File: config.mk
export PLATFORM = sky130hd
export DESIGN_NAME = smsc_state_ctrl
export DESIGN_NICKNAME = d
export VERILOG_FILES = /design/src/smsc_pkg.sv /design/src/smsc_state_ctrl.sv /design/src/smsc_self_test.sv
export SDC_FILE = /design/constraint.sdc
export NUM_CORES = 1
export LEC_CHECK = 0
export ABC_CLOCK_PERIOD_IN_PS = 2200
export BUFFER_PORTS_ARGS = -buffer_cell sky130_fd_sc_hd__buf_2
export CAP_MARGIN = 20
export CORE_ASPECT_RATIO = 1.5
export CORE_MARGIN = 2
export CORE_UTILIZATION = 40
export DETAILED_ROUTE_END_ITERATION = 8
export RECOVER_POWER = 25
export SLEW_MARGIN = 20
export SYNTH_ARGS = -nofsm -noshare
export SYNTH_HDL_FRONTEND = slang
export SYNTH_SLANG_ARGS = --single-unit
File: constraint.sdc
create_clock -name sys_clk -period 2.2 [get_ports sys_clk]
set_input_delay 0.44 -clock sys_clk [delete_from_list [all_inputs] [get_ports sys_clk]]
set_output_delay 0.44 -clock sys_clk [all_outputs]
set_load 0.05 [all_outputs]
File: src/smsc_pkg.sv
package smsc_pkg;

  // Operational states of the module
  typedef enum logic [2:0] {
    ST_INIT = 3'h0,
    ST_OPER = 3'h1,
    ST_TEST = 3'h2,
    ST_FAIL = 3'h3,
    ST_FWUP = 3'h4
  } smsc_state_type;

  // Command codes on the command port
  typedef enum logic [3:0] {
    CMD_STARTUP = 4'h0,
    CMD_SHUTDOWN = 4'h1,
    CMD_SELF_TEST = 4'h2,
    CMD_INCR_SELF_TEST = 4'h3,
    CMD_GET_TEST_RESULT = 4'h4,
    CMD_GET_CAPABILITY = 4'h5,
    CMD_HASH_START = 4'h6,
    CMD_HASH_DATA = 4'h7,
    CMD_HASH_END = 4'h8,
    CMD_FW_START = 4'h9,
    CMD_FW_DATA = 4'hA,
    CMD_FW_ACTIVATE = 4'hB,
    CMD_GENERAL = 4'hC
  } smsc_cmd_type;

  // Response codes (values arbitrary)
  localparam logic [7:0] RC_SUCCESS = 8'h00;
  localparam logic [7:0] RC_INITIALIZE = 8'h01;
  localparam logic [7:0] RC_FAILURE = 8'h02;
  localparam logic [7:0] RC_TESTING = 8'h03;
  localparam logic [7:0] RC_VALUE = 8'h04;
  localparam logic [7:0] RC_SEQUENCE = 8'h05;
  localparam logic [7:0] RC_AUTH = 8'h06;
  localparam logic [7:0] RC_INTEGRITY = 8'h07;
  localparam logic [7:0] RC_REJECTED = 8'h08;
  localparam logic [7:0] RC_UPGRADE = 8'h09;

  // Startup and shutdown type argument
  localparam logic TYPE_CLEAR = 1'b0;
  localparam logic TYPE_STATE = 1'b1;

  // Self-test suite shape
  localparam int NUM_TESTS_DEF = 4;
  localparam int IDX_W_DEF = 4;

  // Reset values
  localparam logic TEST_START_RST = 1'b1;
  localparam logic READY_RST = 1'b1;

endpackage

File: src/smsc_state_ctrl.sv
`timescale 1ns/100ps
// Notes on behaviour
// In Init, startup and the hash start, data, end sequence are accepted.
// Resume from a valid saved image restores state, then goes Operational.
// Restart from a valid saved image restores state, then goes Operational.
// Without valid image, clear startup resets variables; state startup errors, stays.
// Operational rejects every startup command; others pass to general policy.
// Self-test command or untested function enters Self Test; others refused there.
// Self Test ends with the suite: pass to Operational, fail to Fail.
// Fail still answers test-result and capability queries successfully.
// Host init indication in Fail returns the module to Init.
// Shutdown accepted from anyone; state-type shutdown saves a shutdown image.
// Upgrade state entered by admin only after digest or signature verifies.
// In upgrade state, import or activate only verified firmware data.
// Upgrade state left only with second-stage signature and a detected reset.
// Commands needing a pending test get the testing code during tests.
// Only platform firmware may drive upgrade-state changes.
// Modified firmware update data is flagged and never accepted.
// Stored objects checked by keyed digest and creation ticket; mismatch flagged.
// Failed state restore on resume or restart enters Fail with failure code.
// Self tests run in Init after reset before the first command.
// Other commands in Init get an error and change nothing.
module smsc_state_ctrl #(
  parameter int NUM_TESTS = smsc_pkg::NUM_TESTS_DEF,
  parameter int IDX_W = smsc_pkg::IDX_W_DEF
) (
  input wire logic sys_clk,
  input wire logic reset_n,
  input wire logic cmd_valid,
  input smsc_pkg::smsc_cmd_type cmd_code,
  input wire logic cmd_type_state,
  input wire logic cmd_platform,
  input wire logic cmd_admin,
  input wire logic cmd_needs_test,
  input wire logic init_ind,
  input wire logic image_intact,
  input wire logic restore_done,
  input wire logic restore_ok,
  input wire logic fw_digest_ok,
  input wire logic fw_sig_ok,
  input wire logic fw_data_ok,
  input wire logic fw_second_sig_ok,
  input wire logic fw_reset_seen,
  input wire logic obj_check_valid,
  input wire logic obj_mac_ok,
  input wire logic obj_ticket_ok,
  input wire logic test_step_done,
  input wire logic test_step_pass,
  output logic cmd_ready_q,
  output logic rsp_valid_q,
  output logic [7:0] rsp_code_q,
  output smsc_pkg::smsc_state_type state_q,
  output logic vars_reset_q,
  output logic image_save_q,
  output logic restore_req_q,
  output logic fw_import_q,
  output logic fw_activate_q,
  output logic fw_alarm_q,
  output logic obj_alarm_q,
  output logic test_run_q,
  output logic [IDX_W-1:0] test_index_q
);
  import smsc_pkg::*;

  // Commands still served in Fail
  function automatic logic is_fail_query(input smsc_cmd_type c);
    return (c == CMD_GET_TEST_RESULT) || (c == CMD_GET_CAPABILITY);
  endfunction

  smsc_state_type state_d;
  logic take;
  logic test_start_q, test_start_d;
  logic tst_done, tst_pass;
  logic test_pend;
  logic rsp_fire_d;
  logic [7:0] rsp_d;
  logic vars_reset_d, image_set_d, image_clr_d;
  logic restore_start_d, restore_busy_q, restore_clear_q;
  logic fw_import_d, fw_act_d, fw_bad_d;
  logic image_valid_q, image_usable;
  logic seq_open_q, seq_d;
  logic second_sig_q, second_sig_d;
  logic verified_q, verified_d;
  logic ready_d;
  logic fwup_ok, leave_ok;

  assign take = cmd_valid && cmd_ready_q;
  assign test_pend = test_start_q || test_run_q;
  assign image_usable = image_valid_q && image_intact;
  assign fwup_ok = cmd_admin && cmd_platform && (fw_digest_ok || fw_sig_ok);
  assign leave_ok = second_sig_q && fw_reset_seen;

  // Self-test sequencer
  smsc_self_test #(
    .NUM_TESTS(NUM_TESTS),
    .IDX_W(IDX_W)
  ) u_self_test (
    .sys_clk(sys_clk),
    .reset_n(reset_n),
    .start(test_start_q),
    .step_done(test_step_done),
    .step_pass(test_step_pass),
    .busy_q(test_run_q),
    .index_q(test_index_q),
    .done_q(tst_done),
    .pass_q(tst_pass)
  );

  // Next state and answer decode
  always_comb begin
    state_d = state_q;
    rsp_fire_d = 1'b0;
    rsp_d = RC_SUCCESS;
    test_start_d = 1'b0;
    vars_reset_d = 1'b0;
    image_set_d = 1'b0;
    image_clr_d = 1'b0;
    restore_start_d = 1'b0;
    fw_import_d = 1'b0;
    fw_act_d = 1'b0;
    fw_bad_d = 1'b0;
    seq_d = seq_open_q;
    second_sig_d = second_sig_q;
    verified_d = verified_q;
    case (state_q)
      ST_INIT: begin
        if (restore_busy_q) begin
          if (restore_done) begin
            rsp_fire_d = 1'b1;
            image_clr_d = 1'b1;
            if (restore_ok) begin
              state_d = ST_OPER;
              vars_reset_d = restore_clear_q;
            end else begin
              state_d = ST_FAIL;
              rsp_d = RC_FAILURE;
            end
          end
        end else if (tst_done && !tst_pass) begin
          state_d = ST_FAIL;
          rsp_fire_d = take;
          rsp_d = RC_FAILURE;
        end else if (take) begin
          rsp_fire_d = 1'b1;
          if (test_pend) begin
            rsp_d = RC_TESTING;
          end else begin
            case (cmd_code)
              CMD_STARTUP: begin
                if (image_usable) begin
                  restore_start_d = 1'b1;
                  rsp_fire_d = 1'b0;
                end else if (cmd_type_state == TYPE_CLEAR) begin
                  vars_reset_d = 1'b1;
                  state_d = ST_OPER;
                  seq_d = 1'b0;
                end else begin
                  rsp_d = RC_VALUE;
                end
              end
              CMD_HASH_START: begin
                seq_d = 1'b1;
              end
              CMD_HASH_DATA: begin
                if (!seq_open_q) begin
                  rsp_d = RC_SEQUENCE;
                end
              end
              CMD_HASH_END: begin
                if (!seq_open_q) begin
                  rsp_d = RC_SEQUENCE;
                end else begin
                  seq_d = 1'b0;
                end
              end
              default: begin
                rsp_d = RC_INITIALIZE;
              end
            endcase
          end
        end
      end
      ST_OPER: begin
        if (take) begin
          rsp_fire_d = 1'b1;
          case (cmd_code)
            CMD_STARTUP: begin
              rsp_d = RC_INITIALIZE;
            end
            CMD_SELF_TEST, CMD_INCR_SELF_TEST: begin
              test_start_d = 1'b1;
              state_d = ST_TEST;
            end
            CMD_SHUTDOWN: begin
              if (cmd_type_state == TYPE_STATE) begin
                image_set_d = 1'b1;
              end else begin
                image_clr_d = 1'b1;
              end
            end
            CMD_FW_START: begin
              if (!cmd_platform || !cmd_admin) begin
                rsp_d = RC_AUTH;
              end else if (!fwup_ok) begin
                rsp_d = RC_INTEGRITY;
              end else begin
                state_d = ST_FWUP;
                second_sig_d = 1'b0;
                verified_d = 1'b0;
              end
            end
            default: begin
              if (cmd_needs_test) begin
                test_start_d = 1'b1;
                state_d = ST_TEST;
                rsp_d = RC_TESTING;
              end
            end
          endcase
        end
      end
      ST_TEST: begin
        if (tst_done) begin
          state_d = tst_pass ? ST_OPER : ST_FAIL;
        end
        if (take) begin
          rsp_fire_d = 1'b1;
          rsp_d = cmd_needs_test ? RC_TESTING : RC_REJECTED;
        end
      end
      ST_FAIL: begin
        if (take) begin
          rsp_fire_d = 1'b1;
          rsp_d = is_fail_query(cmd_code) ? RC_SUCCESS : RC_FAILURE;
        end
        if (init_ind) begin
          state_d = ST_INIT;
          test_start_d = 1'b1;
          seq_d = 1'b0;
        end
      end
      ST_FWUP: begin
        if (take) begin
          rsp_fire_d = 1'b1;
          if (!cmd_platform) begin
            rsp_d = RC_AUTH;
          end else begin
            case (cmd_code)
              CMD_FW_DATA: begin
                if (fw_data_ok) begin
                  fw_import_d = 1'b1;
                  verified_d = 1'b1;
                  second_sig_d = fw_second_sig_ok;
                end else begin
                  fw_bad_d = 1'b1;
                  rsp_d = RC_INTEGRITY;
                  verified_d = 1'b0;
                  second_sig_d = 1'b0;
                end
              end
              CMD_FW_ACTIVATE: begin
                if (verified_q) begin
                  fw_act_d = 1'b1;
                end else begin
                  rsp_d = RC_INTEGRITY;
                end
              end
              default: begin
                rsp_d = RC_UPGRADE;
              end
            endcase
          end
        end
        if (leave_ok) begin
          state_d = ST_INIT;
          test_start_d = 1'b1;
        end
      end
      default: begin
        state_d = ST_FAIL;
      end
    endcase
  end

  // Command port ready, low while a restore runs
  assign ready_d = !(restore_start_d || (restore_busy_q && !restore_done));

  // State register
  always_ff @(posedge sys_clk) begin
    if (!reset_n) begin
      state_q <= ST_INIT;
    end else begin
      state_q <= state_d;
    end
  end

  // Answer register
  always_ff @(posedge sys_clk) begin
    if (!reset_n) begin
      rsp_valid_q <= 1'b0;
      rsp_code_q <= RC_SUCCESS;
      cmd_ready_q <= READY_RST;
    end else begin
      rsp_valid_q <= rsp_fire_d;
      cmd_ready_q <= ready_d;
      if (rsp_fire_d) begin
        rsp_code_q <= rsp_d;
      end
    end
  end

  // Self-test launch, armed by reset
  always_ff @(posedge sys_clk) begin
    if (!reset_n) begin
      test_start_q <= TEST_START_RST;
    end else begin
      test_start_q <= test_start_d;
    end
  end

  // Saved shutdown image and restore handshake
  always_ff @(posedge sys_clk) begin
    if (!reset_n) begin
      image_valid_q <= 1'b0;
      image_save_q <= 1'b0;
      restore_req_q <= 1'b0;
      restore_busy_q <= 1'b0;
      restore_clear_q <= 1'b0;
    end else begin
      image_save_q <= image_set_d;
      restore_req_q <= restore_start_d;
      if (image_set_d) begin
        image_valid_q <= 1'b1;
      end else if (image_clr_d) begin
        image_valid_q <= 1'b0;
      end
      if (restore_start_d) begin
        restore_busy_q <= 1'b1;
        restore_clear_q <= (cmd_type_state == TYPE_CLEAR);
      end else if (restore_done) begin
        restore_busy_q <= 1'b0;
      end
    end
  end

  // Hash sequence and upgrade bookkeeping
  always_ff @(posedge sys_clk) begin
    if (!reset_n) begin
      seq_open_q <= 1'b0;
      second_sig_q <= 1'b0;
      verified_q <= 1'b0;
      vars_reset_q <= 1'b0;
      fw_import_q <= 1'b0;
      fw_activate_q <= 1'b0;
    end else begin
      seq_open_q <= seq_d;
      second_sig_q <= second_sig_d;
      verified_q <= verified_d;
      vars_reset_q <= vars_reset_d;
      fw_import_q <= fw_import_d;
      fw_activate_q <= fw_act_d;
    end
  end

  // Sticky tamper flags
  always_ff @(posedge sys_clk) begin
    if (!reset_n) begin
      fw_alarm_q <= 1'b0;
      obj_alarm_q <= 1'b0;
    end else begin
      if (fw_bad_d) begin
        fw_alarm_q <= 1'b1;
      end
      if (obj_check_valid && !(obj_mac_ok && obj_ticket_ok)) begin
        obj_alarm_q <= 1'b1;
      end
    end
  end

  AST_OPER_NO_STARTUP: assert property (@(posedge sys_clk) disable iff (!reset_n)
    take && state_q == ST_OPER && cmd_code == CMD_STARTUP
    |=> rsp_valid_q && rsp_code_q == RC_INITIALIZE && state_q == ST_OPER)
    else $error("startup accepted in Operational");

  AST_TEST_REFUSES: assert property (@(posedge sys_clk) disable iff (!reset_n)
    take && state_q == ST_TEST |=> rsp_valid_q && rsp_code_q != RC_SUCCESS)
    else $error("command accepted during Self Test");

  AST_TEST_VERDICT: assert property (@(posedge sys_clk) disable iff (!reset_n)
    state_q == ST_TEST && tst_done |=> state_q == ($past(tst_pass) ? ST_OPER : ST_FAIL))
    else $error("wrong state after self test");

  AST_FAIL_QUERY: assert property (@(posedge sys_clk) disable iff (!reset_n)
    take && state_q == ST_FAIL && is_fail_query(cmd_code) |=> rsp_valid_q && rsp_code_q == RC_SUCCESS)
    else $error("query refused in Fail");

  AST_FAIL_RECOVER: assert property (@(posedge sys_clk) disable iff (!reset_n)
    state_q == ST_FAIL && init_ind |=> state_q == ST_INIT ##1 test_run_q)
    else $error("init indication did not recover");

  AST_FWUP_ENTRY: assert property (@(posedge sys_clk) disable iff (!reset_n)
    $rose(state_q == ST_FWUP) |-> $past(fwup_ok))
    else $error("upgrade state entered without verification");

  AST_FWUP_EXIT: assert property (@(posedge sys_clk) disable iff (!reset_n)
    state_q == ST_FWUP ##1 state_q != ST_FWUP |-> $past(leave_ok))
    else $error("upgrade state left early");

  AST_CLEAR_ONLY: assert property (@(posedge sys_clk) disable iff (!reset_n)
    take && state_q == ST_INIT && !restore_busy_q && !test_pend && !tst_done && cmd_code == CMD_STARTUP
    && !image_usable && cmd_type_state == TYPE_STATE
    |=> rsp_code_q == RC_VALUE && state_q == ST_INIT)
    else $error("state startup without image accepted");

  AST_FW_TAMPER: assert property (@(posedge sys_clk) disable iff (!reset_n)
    take && state_q == ST_FWUP && cmd_platform && cmd_code == CMD_FW_DATA && !fw_data_ok
    |=> fw_alarm_q && !fw_import_q ##1 fw_alarm_q)
    else $error("altered firmware data not flagged");

  AST_RESTORE_FAIL: assert property (@(posedge sys_clk) disable iff (!reset_n)
    state_q == ST_INIT && restore_busy_q && restore_done && !restore_ok
    |=> state_q == ST_FAIL && rsp_valid_q && rsp_code_q == RC_FAILURE)
    else $error("failed restore did not enter Fail");

endmodule

File: src/smsc_self_test.sv
`timescale 1ns/100ps
module smsc_self_test #(
  parameter int NUM_TESTS = smsc_pkg::NUM_TESTS_DEF,
  parameter int IDX_W = smsc_pkg::IDX_W_DEF
) (
  input wire logic sys_clk,
  input wire logic reset_n,
  input wire logic start,
  input wire logic step_done,
  input wire logic step_pass,
  output logic busy_q,
  output logic [IDX_W-1:0] index_q,
  output logic done_q,
  output logic pass_q
);
  import smsc_pkg::*;

  // Refuse a suite the index cannot count
  generate
    if (NUM_TESTS < 1 || NUM_TESTS > (1 << IDX_W)) begin : g_bad
      $error("smsc_self_test: NUM_TESTS does not fit IDX_W");
    end
  endgenerate

  localparam logic [IDX_W-1:0] LAST_IDX = IDX_W'(NUM_TESTS - 1);

  logic last_step;
  assign last_step = (index_q == LAST_IDX);

  // Step through the suite, stopping at the first failure
  always_ff @(posedge sys_clk) begin
    if (!reset_n) begin
      busy_q <= 1'b0;
      index_q <= '0;
    end else if (start) begin
      busy_q <= 1'b1;
      index_q <= '0;
    end else if (busy_q && step_done) begin
      if (!step_pass || last_step) begin
        busy_q <= 1'b0;
      end else begin
        index_q <= index_q + 1'b1;
      end
    end
  end

  // One-cycle completion pulse with verdict
  always_ff @(posedge sys_clk) begin
    if (!reset_n) begin
      done_q <= 1'b0;
      pass_q <= 1'b0;
    end else begin
      done_q <= busy_q && !start && step_done && (!step_pass || last_step);
      if (busy_q && !start && step_done && (!step_pass || last_step)) begin
        pass_q <= step_pass;
      end
    end
  end

endmodule

==> impl_metrics.toml, run 1 <==
[run_status]
status = "completed"

[sta]
max_slew_margin = 0.6009
fin_crit_ns = 1.827
finalHoldViolations = 0
fin_skew_ns = 0.003700
tns_ns = 0
setup_viol = 0
worst_slew_pin_slew_ns = 0.6013
finalCritPeriodShare = 0.8303
fmax_mhz = 547.5
drv_slew = 0
timing.hold.ws_ns = 0.4019
rsz0062_at_grt = "false"

[routing]
vias = 1899
routedWlPerCell_um = 15.08
dr.pass1.iters = 4
initialDrtViolationCount = 73
drc = 0
via_per_inst = 5.504
drt-total-wl_um = 5201
ant_nets = 0

[clock_tree]
htreeDepth = 2
clock_latency_ns = 0.29
cts_root_buf = "clkbuf_8"
cts_resized = 0
cts_hold_buf = 0
cts_buffer_depth = 2
clock_sinks = 30
cts_inserted_buffers = 5
path_clk_slew_ns = 0.07
post_cts_buffers = 0
cts_tree = "done"

[synthesis]
yosys.area.top_type = "dfxtp_1"
yosysMostFrequentCell = "dfxtp_1"
synth_top_area_share = 0.3028
async_flop_share = 0
synthTopCellsByArea = "dfxtp_1, mux2i_1, nand2_1, nor2_1, nand4_1"
synth_edf_count = 0
ys_top_cells_by_count = "dfxtp_1, nand2_1, nor2_1"
ys_seq_elements = 30
synthCells = 232
synth.avg_cell_area_um2 = 8.548
synth_flop_cell = "dfxtp_1"
synth_cell_types = 70
syn-cell-area_um2 = 1983
ys.warnings.count = 0
ys_seq_area_frac = 0.3028

[floorplanning]
core_area_um2 = 4810
start_util = 0.4123
rows = 31
dieArea_um2 = 5549
fp.dieH_um = 90.24
ios = 50
die_width_um = 61.49

[global_routing]
gr-total-overflow = 0
antenna_found_initial = 0
grt_pass1_wl_um = 8507
track_usage = 0.2004
grt_max_degree = 15
grt_pass1_vias = 1824

[pwr]
ir_drop_mv = 0.3740
leakagePower_uw = 0.0009386
powerDensity_nw_per_um2 = 709.4

[critical_path]
crit_arrival_ns = 2.01
reg2reg_depth = 5
r2r_slack_ns = 0.37
crit_type = "reg -> reg"
crit_required_ns = 2.38
rr_endpoint = "restore_clear_q$_SDFFE_PN0P_"
cp-end-kind = "register"
reg2reg_from = "state_q[1]$_SDFFE_PN0P_"
crit_fanout = 9
start_kind = "register"

[hold_path]
worstHoldStart = "obj_check_valid"
whs_path_depth = 3
hold_class = "in -> reg"
min_to = "obj_alarm_q$_SDFFE_PN0P_"

[cells_and_area]
syn2layout_area_growth_pct = 17.03
final_util = 0.4826
num-nets-final = 304
final_cells = 345
antenna-diode-count = 0
drive_above_1_share = 0.2437
reg.largest.list = "rsp_code_q (4), u_self_test.index_q (4), state_q (3)"

[placed_design]
dp_cells = 337
hpwl_um = 4107
gp_congestion = 0.9465
port_buffers = 45

[run]
max_cap_viol_count = 0
==> cell families (layout without fill, tap and decap cells) <==
logic type | after synthesis | after routing | synth area share
buf+inv | 26 | 70 | 0.08328
flops | 30 | 30 | 0.3028
other cells | 1 | 4 | 0.001891
mux | 9 | 9 | 0.04606
compound gates | 55 | 55 | 0.2025
simple gates | 108 | 108 | 0.3483
fa+ha+maj | 1 | 1 | 0.006308
xor+xnor | 2 | 2 | 0.008834
==> per-stage QoR <==
step	instance area, um2	setup slack, ns	power [uW]
floorplan	1994	0.2856	986.7
global placement	2227	0.2913	1101
detailed placement	2227	0.2491	1101
CTS	2337	0.3926	1662
global route	2321	0.2512	1727
finish	2321	0.3734	1647
==> where the power goes <==
part	switching [uW]	internal, uW	total [uW]
logic	317	156	473
clock network	221	338	559
registers	37.8	577	615
total	576	1070	1650
==> area by class of cell <==
type                    count  area, um2
fillers                   540       2489
multi-input cells         179       1229
flip-flops and latches     30      600.6
repair buffers             52      261.5
well taps                  66      82.58
clock buffers               6      72.57
clock inverters             2      37.54
inverters                  10      37.54
==> cells in the final DEF, fill, tap and decap left out, drive strengths merged, types with 5 or more instances in the layout <==
cell type and instances:
a21oi 9, and2 6, buf 41, clkbuf 17
dfxtp 30, inv 10, mux2i 8, nand2 21
nand3 5, nand4 8, nor2 17, nor2b 7
nor3 10, nor3b 6, o21a 5, o21ai 11
==> how the worst max path moves through the flow <==
stage	start	to
global route	u_self_test.index_q[0]$_SDFFE_PP0P_	u_self_test.index_q[3]$_SDFFE_PP0P_
finish	state_q[1]$_SDFFE_PN0P_	restore_clear_q$_SDFFE_PN0P_
CTS	state_q[1]$_SDFFE_PN0P_	restore_clear_q$_SDFFE_PN0P_
floorplan	cmd_ready_q$_SDFF_PN1_	rsp_code_q[2]$_SDFFE_PN0P_
detailed placement	cmd_code[0]	rsp_valid_q$_SDFF_PN0_
global placement	cmd_code[1]	rsp_valid_q$_SDFF_PN0_
==> layer usage <==
layer  GRT usage  wire length (um)
met5           0                 0
met4     0.07447               160
met3     0.04173               226
met2      0.3491              2769
met1      0.2270              2046
==> worst max-delay path, stage by stage (launching register included) <==
cell and delay [ns]:
dfxtp_1 0.42, or3_4 0.47, nor3_2 0.30, and3_1 0.32, nand2_1 0.08, o211a_1 0.12
(Power assumes the default switching activity.)
==> run 2, diff against run 1 <==
Settings changed: ABC_CLOCK_PERIOD_IN_PS 2200 to 1900.
Clock period 2.2 ns to 1.9 ns, I/O delays scaled along.
==> run 2 against run 1 <==
Largest cell class unchanged. Die area unchanged. Via count increased by 1.2%. Critical endpoint is now rsp_code_q[2]$_SDFFE_PN0P_. Non-clock buffer count increased by 10. Fmax increased by 6.1%.
==> impl_metrics.toml, run 2 (same netlist as run 1, synthesis figures left out) <==
[run_status]
status = "completed"

[clock_tree]
path_clk_slew_ns = 0.07
clock_sinks = 30
cts_resized = 0
cts_inserted_buffers = 5
cts_buffer_depth = 2
cts_hold_buf = 0
post_cts_buffers = 0
cts_root_buf = "clkbuf_8"
htreeDepth = 2
cts_tree = "done"
clock_latency_ns = 0.29

[floorplanning]
ios = 50
core_area_um2 = 4810
start_util = 0.4123
rows = 31
dieArea_um2 = 5549
fp.dieH_um = 90.24
die_width_um = 61.49

[sta]
fmax_mhz = 580.6
fin_skew_ns = 0.005091
setup_viol = 0
max_slew_margin = 0.5932
worst_slew_pin_slew_ns = 0.6128
finalCritPeriodShare = 0.9065
tns_ns = 0
drv_slew = 0
fin_crit_ns = 1.722
rsz0062_at_grt = "false"
finalHoldViolations = 0

[pwr]
internal_power_uw = 1167
power_uw = 1842
ir_drop_mv = 0.3534
powerDensity_nw_per_um2 = 774.8
leakagePower_uw = 0.0009827
power.switching_uw = 674.7
comb_power_share = 0.320
swShare = 0.3663
clockPowerShare = 0.296
p_seq_frac = 0.384

[critical_path]
crit_type = "reg -> reg"
cpMaxStageDelayCell = "or3_4"
max_stage_delay_ns = 0.45
crit_path_start = "state_q[2]$_SDFFE_PN0P_"
crit_required_ns = 2.08
reg2reg_depth = 4
reg2reg_from = "state_q[2]$_SDFFE_PN0P_"
crit_arrival_ns = 1.90
rr_endpoint = "rsp_code_q[2]$_SDFFE_PN0P_"
start_kind = "register"
r2r_slack_ns = 0.18
path_cells = "or3_4 -> a311oi_2 -> nor3b_1 -> o31a_1"
cp-end-kind = "register"
crit_fanout = 7

[routing]
ant_nets = 0
routedWlPerCell_um = 15.28
initialDrtViolationCount = 132
via_per_inst = 5.414
vias = 1922
drc = 0
dr.pass1.iters = 5
drt-total-wl_um = 5424

[placed_design]
port_buffers = 45
hpwl_um = 4219
gp_congestion = 0.8947
dp_cells = 347

[cells_and_area]
mostFrequentLayoutCells = "buf_2, dfxtp_1, nand2_1, nor2_1, buf_4"
final_cells = 355
antenna-diode-count = 0
multi_input_area_um2 = 1229
reg.largest.list = "rsp_code_q (4), u_self_test.index_q (4), state_q (3)"
final_util = 0.4943
drive_above_1_share = 0.2699
fillCellCount = 521
num-nets-final = 314
final_common_cell = "buf_2"
seq_area_um2 = 601.8
syn2layout_area_growth_pct = 19.87

[global_routing]
track_usage = 0.2068
grt_pass1_vias = 1864
grt_pass1_wl_um = 8700
grt_max_degree = 18
gr-total-overflow = 0
antenna_found_initial = 0

[hold_path]
whs_path_depth = 3
hold_class = "in -> reg"
worstHoldStart = "obj_check_valid"
min_to = "obj_alarm_q$_SDFFE_PN0P_"

[run]
max_cap_viol_count = 0
==> run 2: layout make-up <==
| cell class | instances | share of cell area |
|---|---|---|
| multi-input cells | 179 | 0.5168 |
| flip-flops and latches | 30 | 0.2532 |
| repair buffers | 62 | 0.1411 |
| clock buffers | 7 | 0.03632 |
| well taps | 66 | 0.03474 |
| inverters | 10 | 0.01579 |
| clock inverters | 1 | 0.002105 |
==> run 2: per-stage QoR <==
stage	hold slack, ns	instance area [um2]	worst slack (ns)
5_1_grt	0.3829	2377	0.04765
3_5_place_dp	0.4484	2303	0.02912
6_report	0.3530	2377	0.1776
3_3_place_gp	0.4482	2303	0.07884
2_1_floorplan	0.4271	1996	0.04680
4_1_cts	0.3502	2395	0.1811
==> run 2: how the worst max path moves through the flow <==
| stage | endpoint | cells past startpoint | slack, ns |
|---|---|---|---|
| final | rsp_code_q[2]$_SDFFE_PN0P_ | 4 | 0.18 |
| after global routing | rsp_code_q[2]$_SDFFE_PN0P_ | 5 | 0.05 |
| after CTS | rsp_code_q[2]$_SDFFE_PN0P_ | 4 | 0.18 |
| after detailed placement | rsp_valid_q$_SDFF_PN0_ | 6 | 0.03 |
| after global placement | rsp_valid_q$_SDFF_PN0_ | 6 | 0.08 |
| after floorplan | second_sig_q$_SDFFE_PN0P_ | 5 | 0.05 |
==> run 2: power by group through the flow <==
| stage | clock network (uW) | registers, uW | logic, uW |
|---|---|---|---|
| 6_report | 545 | 707 | 589 |
| 5_1_grt | 580 | 711 | 634 |
| 4_1_cts | 556 | 706 | 594 |
| 3_5_place_dp | 0 | 719 | 591 |
| 3_3_place_gp | 0 | 722 | 592 |
| 2_1_floorplan | 0 | 835 | 308 |
==> run 2: metal layers <==
| metal | wire length, um | vias to the layer above | global-route usage |
|---|---|---|---|
| li1 | - | 954 | - |
| met1 | 2236 | 895 | 0.2431 |
| met2 | 2793 | 61 | 0.3500 |
| met3 | 242 | 12 | 0.03885 |
| met4 | 152 | 0 | 0.08511 |
| met5 | 0 | - | 0 |
==> run 2: worst max-delay path: cells and delay by family (launching register included) <==
kind | cells | cell delay (ns)
AOI/OAI and AO/OA | 2 | 0.64
DFF | 1 | 0.41
and+or+nand+nor | 2 | 0.55
